**src/common/swp_pkg.sv**
```systemverilog
package swp_pkg;
   // ----------------------------------------------------------------
   // timing
   // ----------------------------------------------------------------
   localparam int CLK_PERIOD_NS        = 5;
   localparam int STATUS_WRITE_TIME_NS = 10000;
   localparam int STATUS_WRITE_CYCLES  =
      (STATUS_WRITE_TIME_NS + CLK_PERIOD_NS - 1) / CLK_PERIOD_NS;

   // ----------------------------------------------------------------
   // opcodes
   // ----------------------------------------------------------------
   localparam logic [7:0] OP_WRITE_ENABLE  = 8'h06;
   localparam logic [7:0] OP_WRITE_DISABLE = 8'h04;
   localparam logic [7:0] OP_WRITE_STATUS  = 8'h01;
   localparam logic [7:0] OP_ADDR4_ENTER   = 8'hB7;
   localparam logic [7:0] OP_ADDR4_EXIT    = 8'hE9;

   // ----------------------------------------------------------------
   // frame bit counts
   // ----------------------------------------------------------------
   localparam logic [5:0] BITS_OPCODE   = 6'h08;
   localparam logic [5:0] BITS_ONE_REG  = 6'h10;
   localparam logic [5:0] BITS_TWO_REG  = 6'h18;
   localparam logic [5:0] BITS_SAT      = 6'h3F;

   // ----------------------------------------------------------------
   // status and configuration field positions
   // ----------------------------------------------------------------
   localparam int SR_LOCK   = 7;
   localparam int SR_QUAD   = 6;
   localparam int SR_LVL_HI = 5;
   localparam int SR_LVL_LO = 2;
   localparam int SR_WEL    = 1;
   localparam int SR_BUSY   = 0;
   localparam int CR_DC_HI  = 7;
   localparam int CR_DC_LO  = 6;
   localparam int CR_ADDR4  = 5;
   localparam int CR_PBE    = 4;
   localparam int CR_TB     = 3;
   localparam int CR_DS_HI  = 1;
   localparam int CR_DS_LO  = 0;

   // ----------------------------------------------------------------
   // reset values
   // ----------------------------------------------------------------
   localparam logic [3:0] RST_LEVEL = 4'h0;
   localparam logic [1:0] RST_DC    = 2'h0;
   localparam logic [1:0] RST_DS    = 2'h0;

   // ----------------------------------------------------------------
   // drive impedance and dummy clocks
   // ----------------------------------------------------------------
   localparam logic [6:0] OHM_DS00 = 7'h1E;
   localparam logic [6:0] OHM_DS01 = 7'h2D;
   localparam logic [6:0] OHM_DS10 = 7'h5A;
   localparam logic [6:0] OHM_DS11 = 7'h0F;
   localparam logic [3:0] DUMMY_4  = 4'h4;
   localparam logic [3:0] DUMMY_6  = 4'h6;
   localparam logic [3:0] DUMMY_8  = 4'h8;
   localparam logic [3:0] DUMMY_10 = 4'hA;

   typedef enum logic [2:0] {
      RK_FAST     = 3'b000,
      RK_DUAL_OUT = 3'b001,
      RK_QUAD_OUT = 3'b010,
      RK_DUAL_IO  = 3'b011,
      RK_QUAD_IO  = 3'b100
   } swp_read_kind_t;

   typedef enum logic [1:0] {
      FR_IDLE  = 2'b00,
      FR_SHIFT = 2'b01
   } swp_frame_t;
endpackage

```
**src/logic/swp_status_ctrl.sv**
```systemverilog
`timescale 1ns/10ps
`default_nettype none
module swp_status_ctrl
   import swp_pkg::*;
#(
   parameter int WRITE_CYCLES = STATUS_WRITE_CYCLES,
   parameter int BLK_W        = 9
) (
   input  wire logic             clk_i,
   input  wire logic             rst_n_i,
   input  wire logic             cs_n_i,
   input  wire logic             sclk_i,
   input  wire logic             data0_i,
   input  wire logic             write_protect_n_or_data2_i,
   input  wire logic             four_wire_command_mode_i,
   input  wire logic             double_edge_i,
   input  wire logic [2:0]       read_kind_i,
   input  wire logic             pe_req_i,
   input  wire logic [BLK_W-1:0] pe_block_i,
   output logic      [7:0]       status_reg_o,
   output logic      [7:0]       config_reg_o,
   output logic                  hardware_protect_state_o,
   output logic                  software_protect_state_o,
   output logic                  shared_pins_are_data_o,
   output logic      [3:0]       dummy_clocks_o,
   output logic      [6:0]       drive_ohms_o,
   output logic                  pe_refused_o,
   output logic                  write_status_cmd_rejected_o
);
   // ----------------------------------------------------------------
   // pin synchronisers and edge detect
   // ----------------------------------------------------------------
   logic [3:0] pins_s;
   logic       cs_n_s, sclk_s, data_s, wp_n_s;
   logic       cs_d_ff, sclk_d_ff;

   swp_sync #(.WIDTH(4)) u_sync (
      .clk_i     (clk_i),
      .rst_n_i   (rst_n_i),
      .async_i   ({cs_n_i, sclk_i, data0_i, write_protect_n_or_data2_i}),
      .sync_o    (pins_s)
   );
   assign {cs_n_s, sclk_s, data_s, wp_n_s} = pins_s;

   always_ff @(posedge clk_i or negedge rst_n_i) begin
      if (!rst_n_i) begin
         cs_d_ff   <= 1'b1;
         sclk_d_ff <= 1'b1;
      end else begin
         cs_d_ff   <= cs_n_s;
         sclk_d_ff <= sclk_s;
      end
   end

   logic sclk_rise, cs_fall, cs_rise;
   assign sclk_rise = sclk_s & ~sclk_d_ff;
   assign cs_fall   = cs_d_ff & ~cs_n_s;
   assign cs_rise   = ~cs_d_ff & cs_n_s;

   // ----------------------------------------------------------------
   // functions
   // ----------------------------------------------------------------
   function automatic logic [3:0] dummy_of(input logic [2:0] kind,
                                           input logic [1:0] dc,
                                           input logic       dtr);
      logic [3:0] d;
      d = DUMMY_8;
      if (kind == RK_DUAL_IO) begin
         d = dc[0] ? DUMMY_8 : DUMMY_4;
      end else if (kind == RK_QUAD_IO) begin
         case (dc)
            2'b00:   d = DUMMY_6;
            2'b01:   d = dtr ? DUMMY_6 : DUMMY_4;
            2'b10:   d = DUMMY_8;
            default: d = DUMMY_10;
         endcase
      end
      return d;
   endfunction

   function automatic logic [6:0] ohms_of(input logic [1:0] ds);
      logic [6:0] o;
      case (ds)
         2'b00:   o = OHM_DS00;
         2'b01:   o = OHM_DS01;
         2'b10:   o = OHM_DS10;
         default: o = OHM_DS11;
      endcase
      return o;
   endfunction

   // level n protects 2^(n-1) blocks, at most 2^BLK_W, from the top or bottom end
   function automatic logic prot_hit(input logic [3:0]       lvl,
                                     input logic             tb,
                                     input logic [BLK_W-1:0] blk);
      logic [BLK_W:0] n;
      logic [BLK_W:0] b;
      n = '0;
      b = {1'b0, blk};
      if (lvl != 4'h0) begin
         n = (int'(lvl) > BLK_W) ? (BLK_W+1)'(1) << BLK_W
                                 : (BLK_W+1)'(1) << (lvl - 4'h1);
      end
      if (tb) begin
         return b < n;
      end
      return b >= ((BLK_W+1)'(1) << BLK_W) - n;
   endfunction

   // ----------------------------------------------------------------
   // frame capture
   // ----------------------------------------------------------------
   swp_frame_t  frame_ff, nxt_frame;
   logic [5:0]  bits_ff, nxt_bits;
   logic [23:0] shift_ff, nxt_shift;
   logic [7:0]  op_ff, nxt_op;

   always_comb begin
      nxt_frame = frame_ff;
      nxt_bits  = bits_ff;
      nxt_shift = shift_ff;
      nxt_op    = op_ff;
      case (frame_ff)
         FR_IDLE: begin
            if (cs_fall) begin
               nxt_frame = FR_SHIFT;
               nxt_bits  = '0;
               nxt_shift = '0;
            end
         end
         FR_SHIFT: begin
            if (cs_rise) begin
               nxt_frame = FR_IDLE;
            end else if (sclk_rise) begin
               nxt_shift = {shift_ff[22:0], data_s};
               if (bits_ff != BITS_SAT) begin
                  nxt_bits = bits_ff + 6'h01;
               end
               if (bits_ff == BITS_OPCODE - 6'h01) begin
                  nxt_op = {shift_ff[6:0], data_s};
               end
            end
         end
         default: nxt_frame = FR_IDLE;
      endcase
   end

   always_ff @(posedge clk_i or negedge rst_n_i) begin
      if (!rst_n_i) begin
         frame_ff <= FR_IDLE;
         bits_ff  <= '0;
         shift_ff <= '0;
         op_ff    <= '0;
      end else begin
         frame_ff <= nxt_frame;
         bits_ff  <= nxt_bits;
         shift_ff <= nxt_shift;
         op_ff    <= nxt_op;
      end
   end

   // ----------------------------------------------------------------
   // protection state
   // ----------------------------------------------------------------
   logic lock_ff, quad_ff, wel_ff, busy, wr_done, wr_start;
   logic hw_prot;

   assign hw_prot = lock_ff & ~wp_n_s
                    & ~quad_ff & ~four_wire_command_mode_i;

   // ----------------------------------------------------------------
   // command decode at chip-select rise
   // ----------------------------------------------------------------
   logic frame_end, op_only, is_write_status_cmd, write_status_cmd_ok, write_status_cmd_bad;
   assign frame_end = (frame_ff == FR_SHIFT) & cs_rise;
   assign op_only   = frame_end & (bits_ff == BITS_OPCODE);
   assign is_write_status_cmd   = frame_end & (op_ff == OP_WRITE_STATUS) & (bits_ff >= BITS_ONE_REG);
   assign write_status_cmd_ok   = is_write_status_cmd
                      & ((bits_ff == BITS_ONE_REG)
                         | (bits_ff == BITS_TWO_REG))
                      & wel_ff
                      & ~busy
                      & ~hw_prot;
   assign write_status_cmd_bad  = is_write_status_cmd & ~write_status_cmd_ok;
   assign wr_start  = write_status_cmd_ok;

   swp_write_timer #(.CYCLES(WRITE_CYCLES)) u_timer (
      .clk_i   (clk_i),
      .rst_n_i (rst_n_i),
      .start_i (wr_start),
      .busy_o  (busy),
      .done_o  (wr_done)
   );

   // ----------------------------------------------------------------
   // status and configuration registers
   // ----------------------------------------------------------------
   logic [3:0] lvl_ff, nxt_lvl;
   logic [1:0] dc_ff, nxt_dc, ds_ff, nxt_ds;
   logic       a4_ff, nxt_a4, pbe_ff, nxt_pbe, tb_ff, nxt_tb;
   logic       nxt_lock, nxt_quad, nxt_wel, nxt_rej;
   logic [7:0] pend_sr_ff, nxt_pend_sr, pend_cr_ff, nxt_pend_cr;
   logic       pend_cr_en_ff, nxt_pend_cr_en, rej_ff;

   always_comb begin
      nxt_lock       = lock_ff;
      nxt_quad       = quad_ff;
      nxt_lvl        = lvl_ff;
      nxt_wel        = wel_ff;
      nxt_dc         = dc_ff;
      nxt_a4         = a4_ff;
      nxt_pbe        = pbe_ff;
      nxt_tb         = tb_ff;
      nxt_ds         = ds_ff;
      nxt_pend_sr    = pend_sr_ff;
      nxt_pend_cr    = pend_cr_ff;
      nxt_pend_cr_en = pend_cr_en_ff;
      nxt_rej        = write_status_cmd_bad;
      if (op_only & ~busy) begin
         if (op_ff == OP_WRITE_ENABLE) begin
            nxt_wel = 1'b1;
         end else if (op_ff == OP_WRITE_DISABLE) begin
            nxt_wel = 1'b0;
         end else if (op_ff == OP_ADDR4_ENTER) begin
            nxt_a4 = 1'b1;
         end else if (op_ff == OP_ADDR4_EXIT) begin
            nxt_a4 = 1'b0;
         end
      end
      if (write_status_cmd_ok) begin
         nxt_pend_cr_en = (bits_ff == BITS_TWO_REG);
         nxt_pend_sr    = (bits_ff == BITS_TWO_REG) ? shift_ff[15:8] : shift_ff[7:0];
         nxt_pend_cr    = shift_ff[7:0];
      end
      if (wr_done) begin
         nxt_lock = pend_sr_ff[SR_LOCK];
         nxt_quad = pend_sr_ff[SR_QUAD];
         nxt_lvl  = pend_sr_ff[SR_LVL_HI:SR_LVL_LO];
         nxt_wel  = 1'b0;
         if (pend_cr_en_ff) begin
            nxt_dc  = pend_cr_ff[CR_DC_HI:CR_DC_LO];
            nxt_pbe = pend_cr_ff[CR_PBE];
            nxt_tb  = tb_ff | pend_cr_ff[CR_TB];
            nxt_ds  = pend_cr_ff[CR_DS_HI:CR_DS_LO];
         end
      end
   end

   always_ff @(posedge clk_i or negedge rst_n_i) begin
      if (!rst_n_i) begin
         lock_ff       <= 1'b0;
         quad_ff       <= 1'b0;
         lvl_ff        <= RST_LEVEL;
         wel_ff        <= 1'b0;
         dc_ff         <= RST_DC;
         a4_ff         <= 1'b0;
         pbe_ff        <= 1'b0;
         tb_ff         <= 1'b0;
         ds_ff         <= RST_DS;
         pend_sr_ff    <= '0;
         pend_cr_ff    <= '0;
         pend_cr_en_ff <= 1'b0;
         rej_ff        <= 1'b0;
      end else begin
         lock_ff       <= nxt_lock;
         quad_ff       <= nxt_quad;
         lvl_ff        <= nxt_lvl;
         wel_ff        <= nxt_wel;
         dc_ff         <= nxt_dc;
         a4_ff         <= nxt_a4;
         pbe_ff        <= nxt_pbe;
         tb_ff         <= nxt_tb;
         ds_ff         <= nxt_ds;
         pend_sr_ff    <= nxt_pend_sr;
         pend_cr_ff    <= nxt_pend_cr;
         pend_cr_en_ff <= nxt_pend_cr_en;
         rej_ff        <= nxt_rej;
      end
   end

   // ----------------------------------------------------------------
   // registered data outputs
   // ----------------------------------------------------------------
   logic [3:0] dum_ff, nxt_dum;
   logic [6:0] ohm_ff, nxt_ohm;
   logic       pe_ref_ff, nxt_pe_ref;

   always_comb begin
      nxt_dum    = dummy_of(read_kind_i, dc_ff, double_edge_i);
      nxt_ohm    = ohms_of(ds_ff);
      nxt_pe_ref = pe_req_i & prot_hit(lvl_ff, tb_ff, pe_block_i);
   end

   always_ff @(posedge clk_i or negedge rst_n_i) begin
      if (!rst_n_i) begin
         dum_ff    <= DUMMY_8;
         ohm_ff    <= OHM_DS00;
         pe_ref_ff <= 1'b0;
      end else begin
         dum_ff    <= nxt_dum;
         ohm_ff    <= nxt_ohm;
         pe_ref_ff <= nxt_pe_ref;
      end
   end

   assign status_reg_o = {lock_ff, quad_ff, lvl_ff, wel_ff, busy};
   assign config_reg_o = {dc_ff, a4_ff, pbe_ff, tb_ff, 1'b0, ds_ff};
   assign hardware_protect_state_o = hw_prot;
   assign software_protect_state_o = ~hw_prot;
   assign shared_pins_are_data_o   = quad_ff;
   assign dummy_clocks_o           = dum_ff;
   assign drive_ohms_o             = ohm_ff;
   assign pe_refused_o             = pe_ref_ff;
   assign write_status_cmd_rejected_o          = rej_ff;
endmodule
`default_nettype wire

```
**src/logic/swp_sync.sv**
```systemverilog
`timescale 1ns/10ps
`default_nettype none
module swp_sync
   import swp_pkg::*;
#(
   parameter int WIDTH = 1
) (
   input  wire logic             clk_i,
   input  wire logic             rst_n_i,
   input  wire logic [WIDTH-1:0] async_i,
   output logic      [WIDTH-1:0] sync_o
);
   logic [WIDTH-1:0] meta_ff;
   logic [WIDTH-1:0] sync_ff;
   logic [WIDTH-1:0] nxt_meta;
   logic [WIDTH-1:0] nxt_sync;

   // ----------------------------------------------------------------
   // two-stage synchroniser, first stage read only by the second
   // ----------------------------------------------------------------
   always_comb begin
      nxt_meta = async_i;
      nxt_sync = meta_ff;
   end

   always_ff @(posedge clk_i or negedge rst_n_i) begin
      if (!rst_n_i) begin
         meta_ff <= '1;
         sync_ff <= '1;
      end else begin
         meta_ff <= nxt_meta;
         sync_ff <= nxt_sync;
      end
   end

   assign sync_o = sync_ff;
endmodule
`default_nettype wire

```
**src/logic/swp_write_timer.sv**
```systemverilog
`timescale 1ns/10ps
`default_nettype none
module swp_write_timer
   import swp_pkg::*;
#(
   parameter int CYCLES = STATUS_WRITE_CYCLES
) (
   input  wire logic clk_i,
   input  wire logic rst_n_i,
   input  wire logic start_i,
   output logic      busy_o,
   output logic      done_o
);
   localparam int CW = $clog2(CYCLES + 1);
   localparam logic [CW-1:0] LAST = CW'(CYCLES - 1);

   logic [CW-1:0] cnt_ff;
   logic          busy_ff;
   logic [CW-1:0] nxt_cnt;
   logic          nxt_busy;

   // ----------------------------------------------------------------
   // self-timed register write cycle
   // ----------------------------------------------------------------
   always_comb begin
      nxt_cnt  = cnt_ff;
      nxt_busy = busy_ff;
      if (busy_ff) begin
         if (cnt_ff == LAST) begin
            nxt_busy = 1'b0;
            nxt_cnt  = '0;
         end else begin
            nxt_cnt = cnt_ff + CW'(1);
         end
      end else if (start_i) begin
         nxt_busy = 1'b1;
         nxt_cnt  = '0;
      end
   end

   always_ff @(posedge clk_i or negedge rst_n_i) begin
      if (!rst_n_i) begin
         cnt_ff  <= '0;
         busy_ff <= 1'b0;
      end else begin
         cnt_ff  <= nxt_cnt;
         busy_ff <= nxt_busy;
      end
   end

   assign busy_o = busy_ff;
   // done in the last busy cycle, so registers, latch and busy change together
   assign done_o = busy_ff & (cnt_ff == LAST);
endmodule
`default_nettype wire

```
**config.mk**
```make
export PLATFORM = sky130hd
export DESIGN_NAME = swp_status_ctrl
export DESIGN_NICKNAME = d
export VERILOG_FILES = /design/src/common/swp_pkg.sv /design/src/logic/swp_status_ctrl.sv /design/src/logic/swp_sync.sv /design/src/logic/swp_write_timer.sv
export SDC_FILE = /design/constraint.sdc
export NUM_CORES = 1
export LEC_CHECK = 0
export BUFFER_PORTS_ARGS = -buffer_cell sky130_fd_sc_hd__buf_2
export CAP_MARGIN = 20
export CORE_UTILIZATION = 40
export CTS_CLUSTER_DIAMETER = 40
export DETAILED_ROUTE_END_ITERATION = 8
export PLACE_DENSITY = 0.62
export SLEW_MARGIN = 40
export SYNTH_ARGS = -nofsm -noshare
export SYNTH_HDL_FRONTEND = slang
export SYNTH_SLANG_ARGS = --single-unit
export TNS_END_PERCENT = 5
```
**constraint.sdc**
```tcl
create_clock -name clk_i -period 4.1 [get_ports clk_i]
set_clock_uncertainty 0.15 [all_clocks]
set_input_delay 0.615 -clock clk_i [delete_from_list [all_inputs] [get_ports clk_i]]
set_output_delay 0.615 -clock clk_i [all_outputs]
set_load 0.02 [all_outputs]
```
==> impl_results.md <==
* Max Root-Sink Buffers at 2
* HPWL after DPL at 6.60 mm
* Slew HR at 0.551
* Port bufs at 49
* Root Buffer: clkbuf_16
* Seq cells post-synth at 91
* Post-synth EDFFs at 0
* Total global routing overflow at 0
* FFs w/ async S/R, synth at 1.00
* Mapped Area at 4550 µm²
* Post-CTS resize count at 0
* Drt first pass iters at 4
* CP most frequent cell: ha_1
* Setup tns final at 0 ps
* Vias in the first global route at 3198
* Fillers at 1011
* DRC viols at 0
* Fmax at 0.374 GHz
* Post-CTS Setup Inserts at 0
* Flop2flop setup slack at 1430 ps
* Arrival time at the worst endpoint at 2750 ps
* HP Class: input pin to async pin
* Final hold viol count at 0
* Worst-path cell chain: nor2b_1, nand2_1, ha_1, xnor2_1, ha_1, a2111oi_0, o211ai_1, o311a_1
* Clock Sinks at 91
* Die width at 109 µm
* Final hold slack at 126 ps
* Synth Flop Type: dfrtp_1
* Initial antenna violation count at 0
* Post-route antenna net violation count at 0
* Slowest-stage cell, CP: dfrtp_1
* Max-cap violations at 0
* Die span in y at 109 µm
* Buf+Inv Stages, Crit Path at 0
* Status: finished, final reports clean
* Max VDD drop at 0.251 mV
* Placer Congestion at 0.832
* Crit path largest cell delay at 540 ps
* RSZ-0062 raised after global routing: no
* Iter 0 DRT Violations at 244
* CP Max Fanout at 13
* Clock Pin Slew Worst Setup and Hold Paths at 60 ps
* Commonest cells post-synth: dfrtp_1 (77), nand2_1 (59), nand3_1 (26), o21ai_0 (26), mux2_2 (25)
* Final setup fails at 0
* H-tree levels at 3
* Worst setup SP type: register
* Fin. max-slew vios at 0
* Most frequent cell after synthesis: dfrtp_1
* Sequential fraction of the synthesis area at 0.504
* Syn Inst Count at 429
* Diodes inserted at 0
* Share of the synthesized area in the top cell type at 0.423
* Crit Path Class: register to register
* Yosys warnings at 0
* Delay-heaviest family, CP: compound AO/OA/AOI/OAI gates
* Pleak at 2.53 nW
* Clk_lat worst skew at 340 ps
* Total routed wirelength at 9.21 mm
* Top post-synthesis cells by area: dfrtp_1 (42%), dfstp_2 (8.1%), mux2_2 (6.2%)
* CTS tree: done
* Worst Max-Slew Pin Slew at 674 ps
* Area leader, netlist: dfrtp_1
* Largest net degree at the start of global routing at 75
* Syn Area/Cell at 10.6 µm²
* Core footprint at 11000 µm²
* Vias per cell at 5.27
* Die area at 11800 µm²
* Num CTS Buffers at 9
* Final min period at 2670 ps
* First-pass GRT wire length at 15.5 mm
* Layout cell share with drive strength beyond 1 at 0.248
* Period utilisation layout at 0.652
* Hold_buf cts at 0
* Cell Rows at 38
* All-Layer GR Usage at 0.171
* Layout Nets at 509
* Post-synthesis to final-layout area growth at 13.3%
* DR WL/cell at 15.0 µm
* Power per cell area at 379 nW/µm²
* Count of cell types in the netlist at 66
* Initial core utilization at 0.415
* Num ports at 53
* CP Capture Type: register
* Worst endpoint required time at 4180 ps
* Via Count at 3224
* Util after Layout at 0.470
## through the flow
step	instances	area [µm²]	total power, W	setup WS [ps]
3_5_place_dp	596	4830	0.00109	1400
6_report	612	5160	0.00196	1430
2_1_floorplan	430	4560	0.00103	1520
5_1_grt	612	5160	0.00204	1130
3_3_place_gp	596	4830	0.00109	1440
4_1_cts	612	5160	0.00199	1410
## layout by cell type, fill, tap and decap left out, types with 4 or more instances in the layout
cell	count
nand2b_1	4
a31oi_1	5
o211ai_1	6
o21ai_0	26
clkbuf_16	9
a21oi_1	10
nor2_1	12
or3_1	5
mux2i_1	7
nor3_1	4
dfrtp_1	77
nand4_1	8
and3_1	5
nor2b_1	6
nand2_1	59
ha_1	21
buf_2	48
nand4b_1	4
nand3_1	26
inv_1	20
dfstp_2	14
mux2_2	25
## state kept, by name (all words and copies together) (netlist names), 2 cells and up
signal,cells
op_ff,8
lvl_ff,4
dummy_clocks_o,3
drive_ohms_o,6
u_sync.sync_o,4
bits_ff,6
ds_ff,2
pend_sr_ff,6
dc_ff,2
pend_cr_ff,6
shift_ff,16
u_timer.cnt_ff,11
u_sync.meta_ff,4
## worst register-to-register path, cell delays in order, from the launching register on
cell,delay [ps]
dfrtp_1,540
nor2b_1,260
nand2_1,100
ha_1,280
xnor2_1,160
ha_1,200
a2111oi_0,530
o211ai_1,190
o311a_1,150
## path summary, 6_finish.rpt
check / startpoint / to / depth (start not counted)
worst max-delay path: lvl_ff[0]$_DFFE_PN0P_ / pe_refused_o$_DFF_PN0_ / 8
worst min register to register: u_sync.meta_ff[1]$_DFF_PN1_ / u_sync.sync_o[1]$_DFF_PN1_ / 0
worst min-delay path: rst_n_i / shift_ff[8]$_DFFE_PN0P_ / 1
max in group asynchronous: rst_n_i / u_sync.meta_ff[0]$_DFF_PN1_ / 2
worst max register to register: lvl_ff[0]$_DFFE_PN0P_ / pe_refused_o$_DFF_PN0_ / 8
min in group clk_i: u_sync.meta_ff[1]$_DFF_PN1_ / u_sync.sync_o[1]$_DFF_PN1_ / 0
## routing by layer
metal / track usage / share of wire
met1: 0.220 / 0.46
met2: 0.280 / 0.49
met3: 0.0496 / 0.039
met4: 0.0502 / 0.012
met5: 0 / 0
## final cells by class
| class | instances | area, µm² | area share |
|---|---|---|---|
| Tap cell | 140 | 175 | 0.0340 |
| Sequential cell | 91 | 2290 | 0.445 |
| Multi-Input combinational cell | 293 | 2020 | 0.391 |
| Timing Repair Buffer | 51 | 267 | 0.0517 |
| Clock inverter | 7 | 100 | 0.0194 |
| Clock buffer | 9 | 225 | 0.0437 |
| Inverter | 21 | 78.8 | 0.0153 |
## kinds of logic (layout without fill, tap and decap cells)
kind of cell | after synthesis | count (layout) | synth area share
other | 2 | 3 | 0.00165
and+or+nand+nor | 159 | 159 | 0.190
buffers and inverters | 46 | 88 | 0.0536
AOI/OAI and AO/OA | 73 | 73 | 0.104
muxes | 35 | 35 | 0.0855
adders and majority gates | 21 | 21 | 0.0577
xor gates and xnor gates | 2 | 2 | 0.00385
DFF | 91 | 91 | 0.504
## report_power, final
part	internal [W]	switching (W)	leakage, nW
registers	0.000924	0.0000248	1.18
clock network	0.000538	0.000344	0.160
logic	0.0000485	0.0000768	1.19
total	0.00151	0.000446	2.53
No activity file was read; power rests on OpenSTA's default activity.
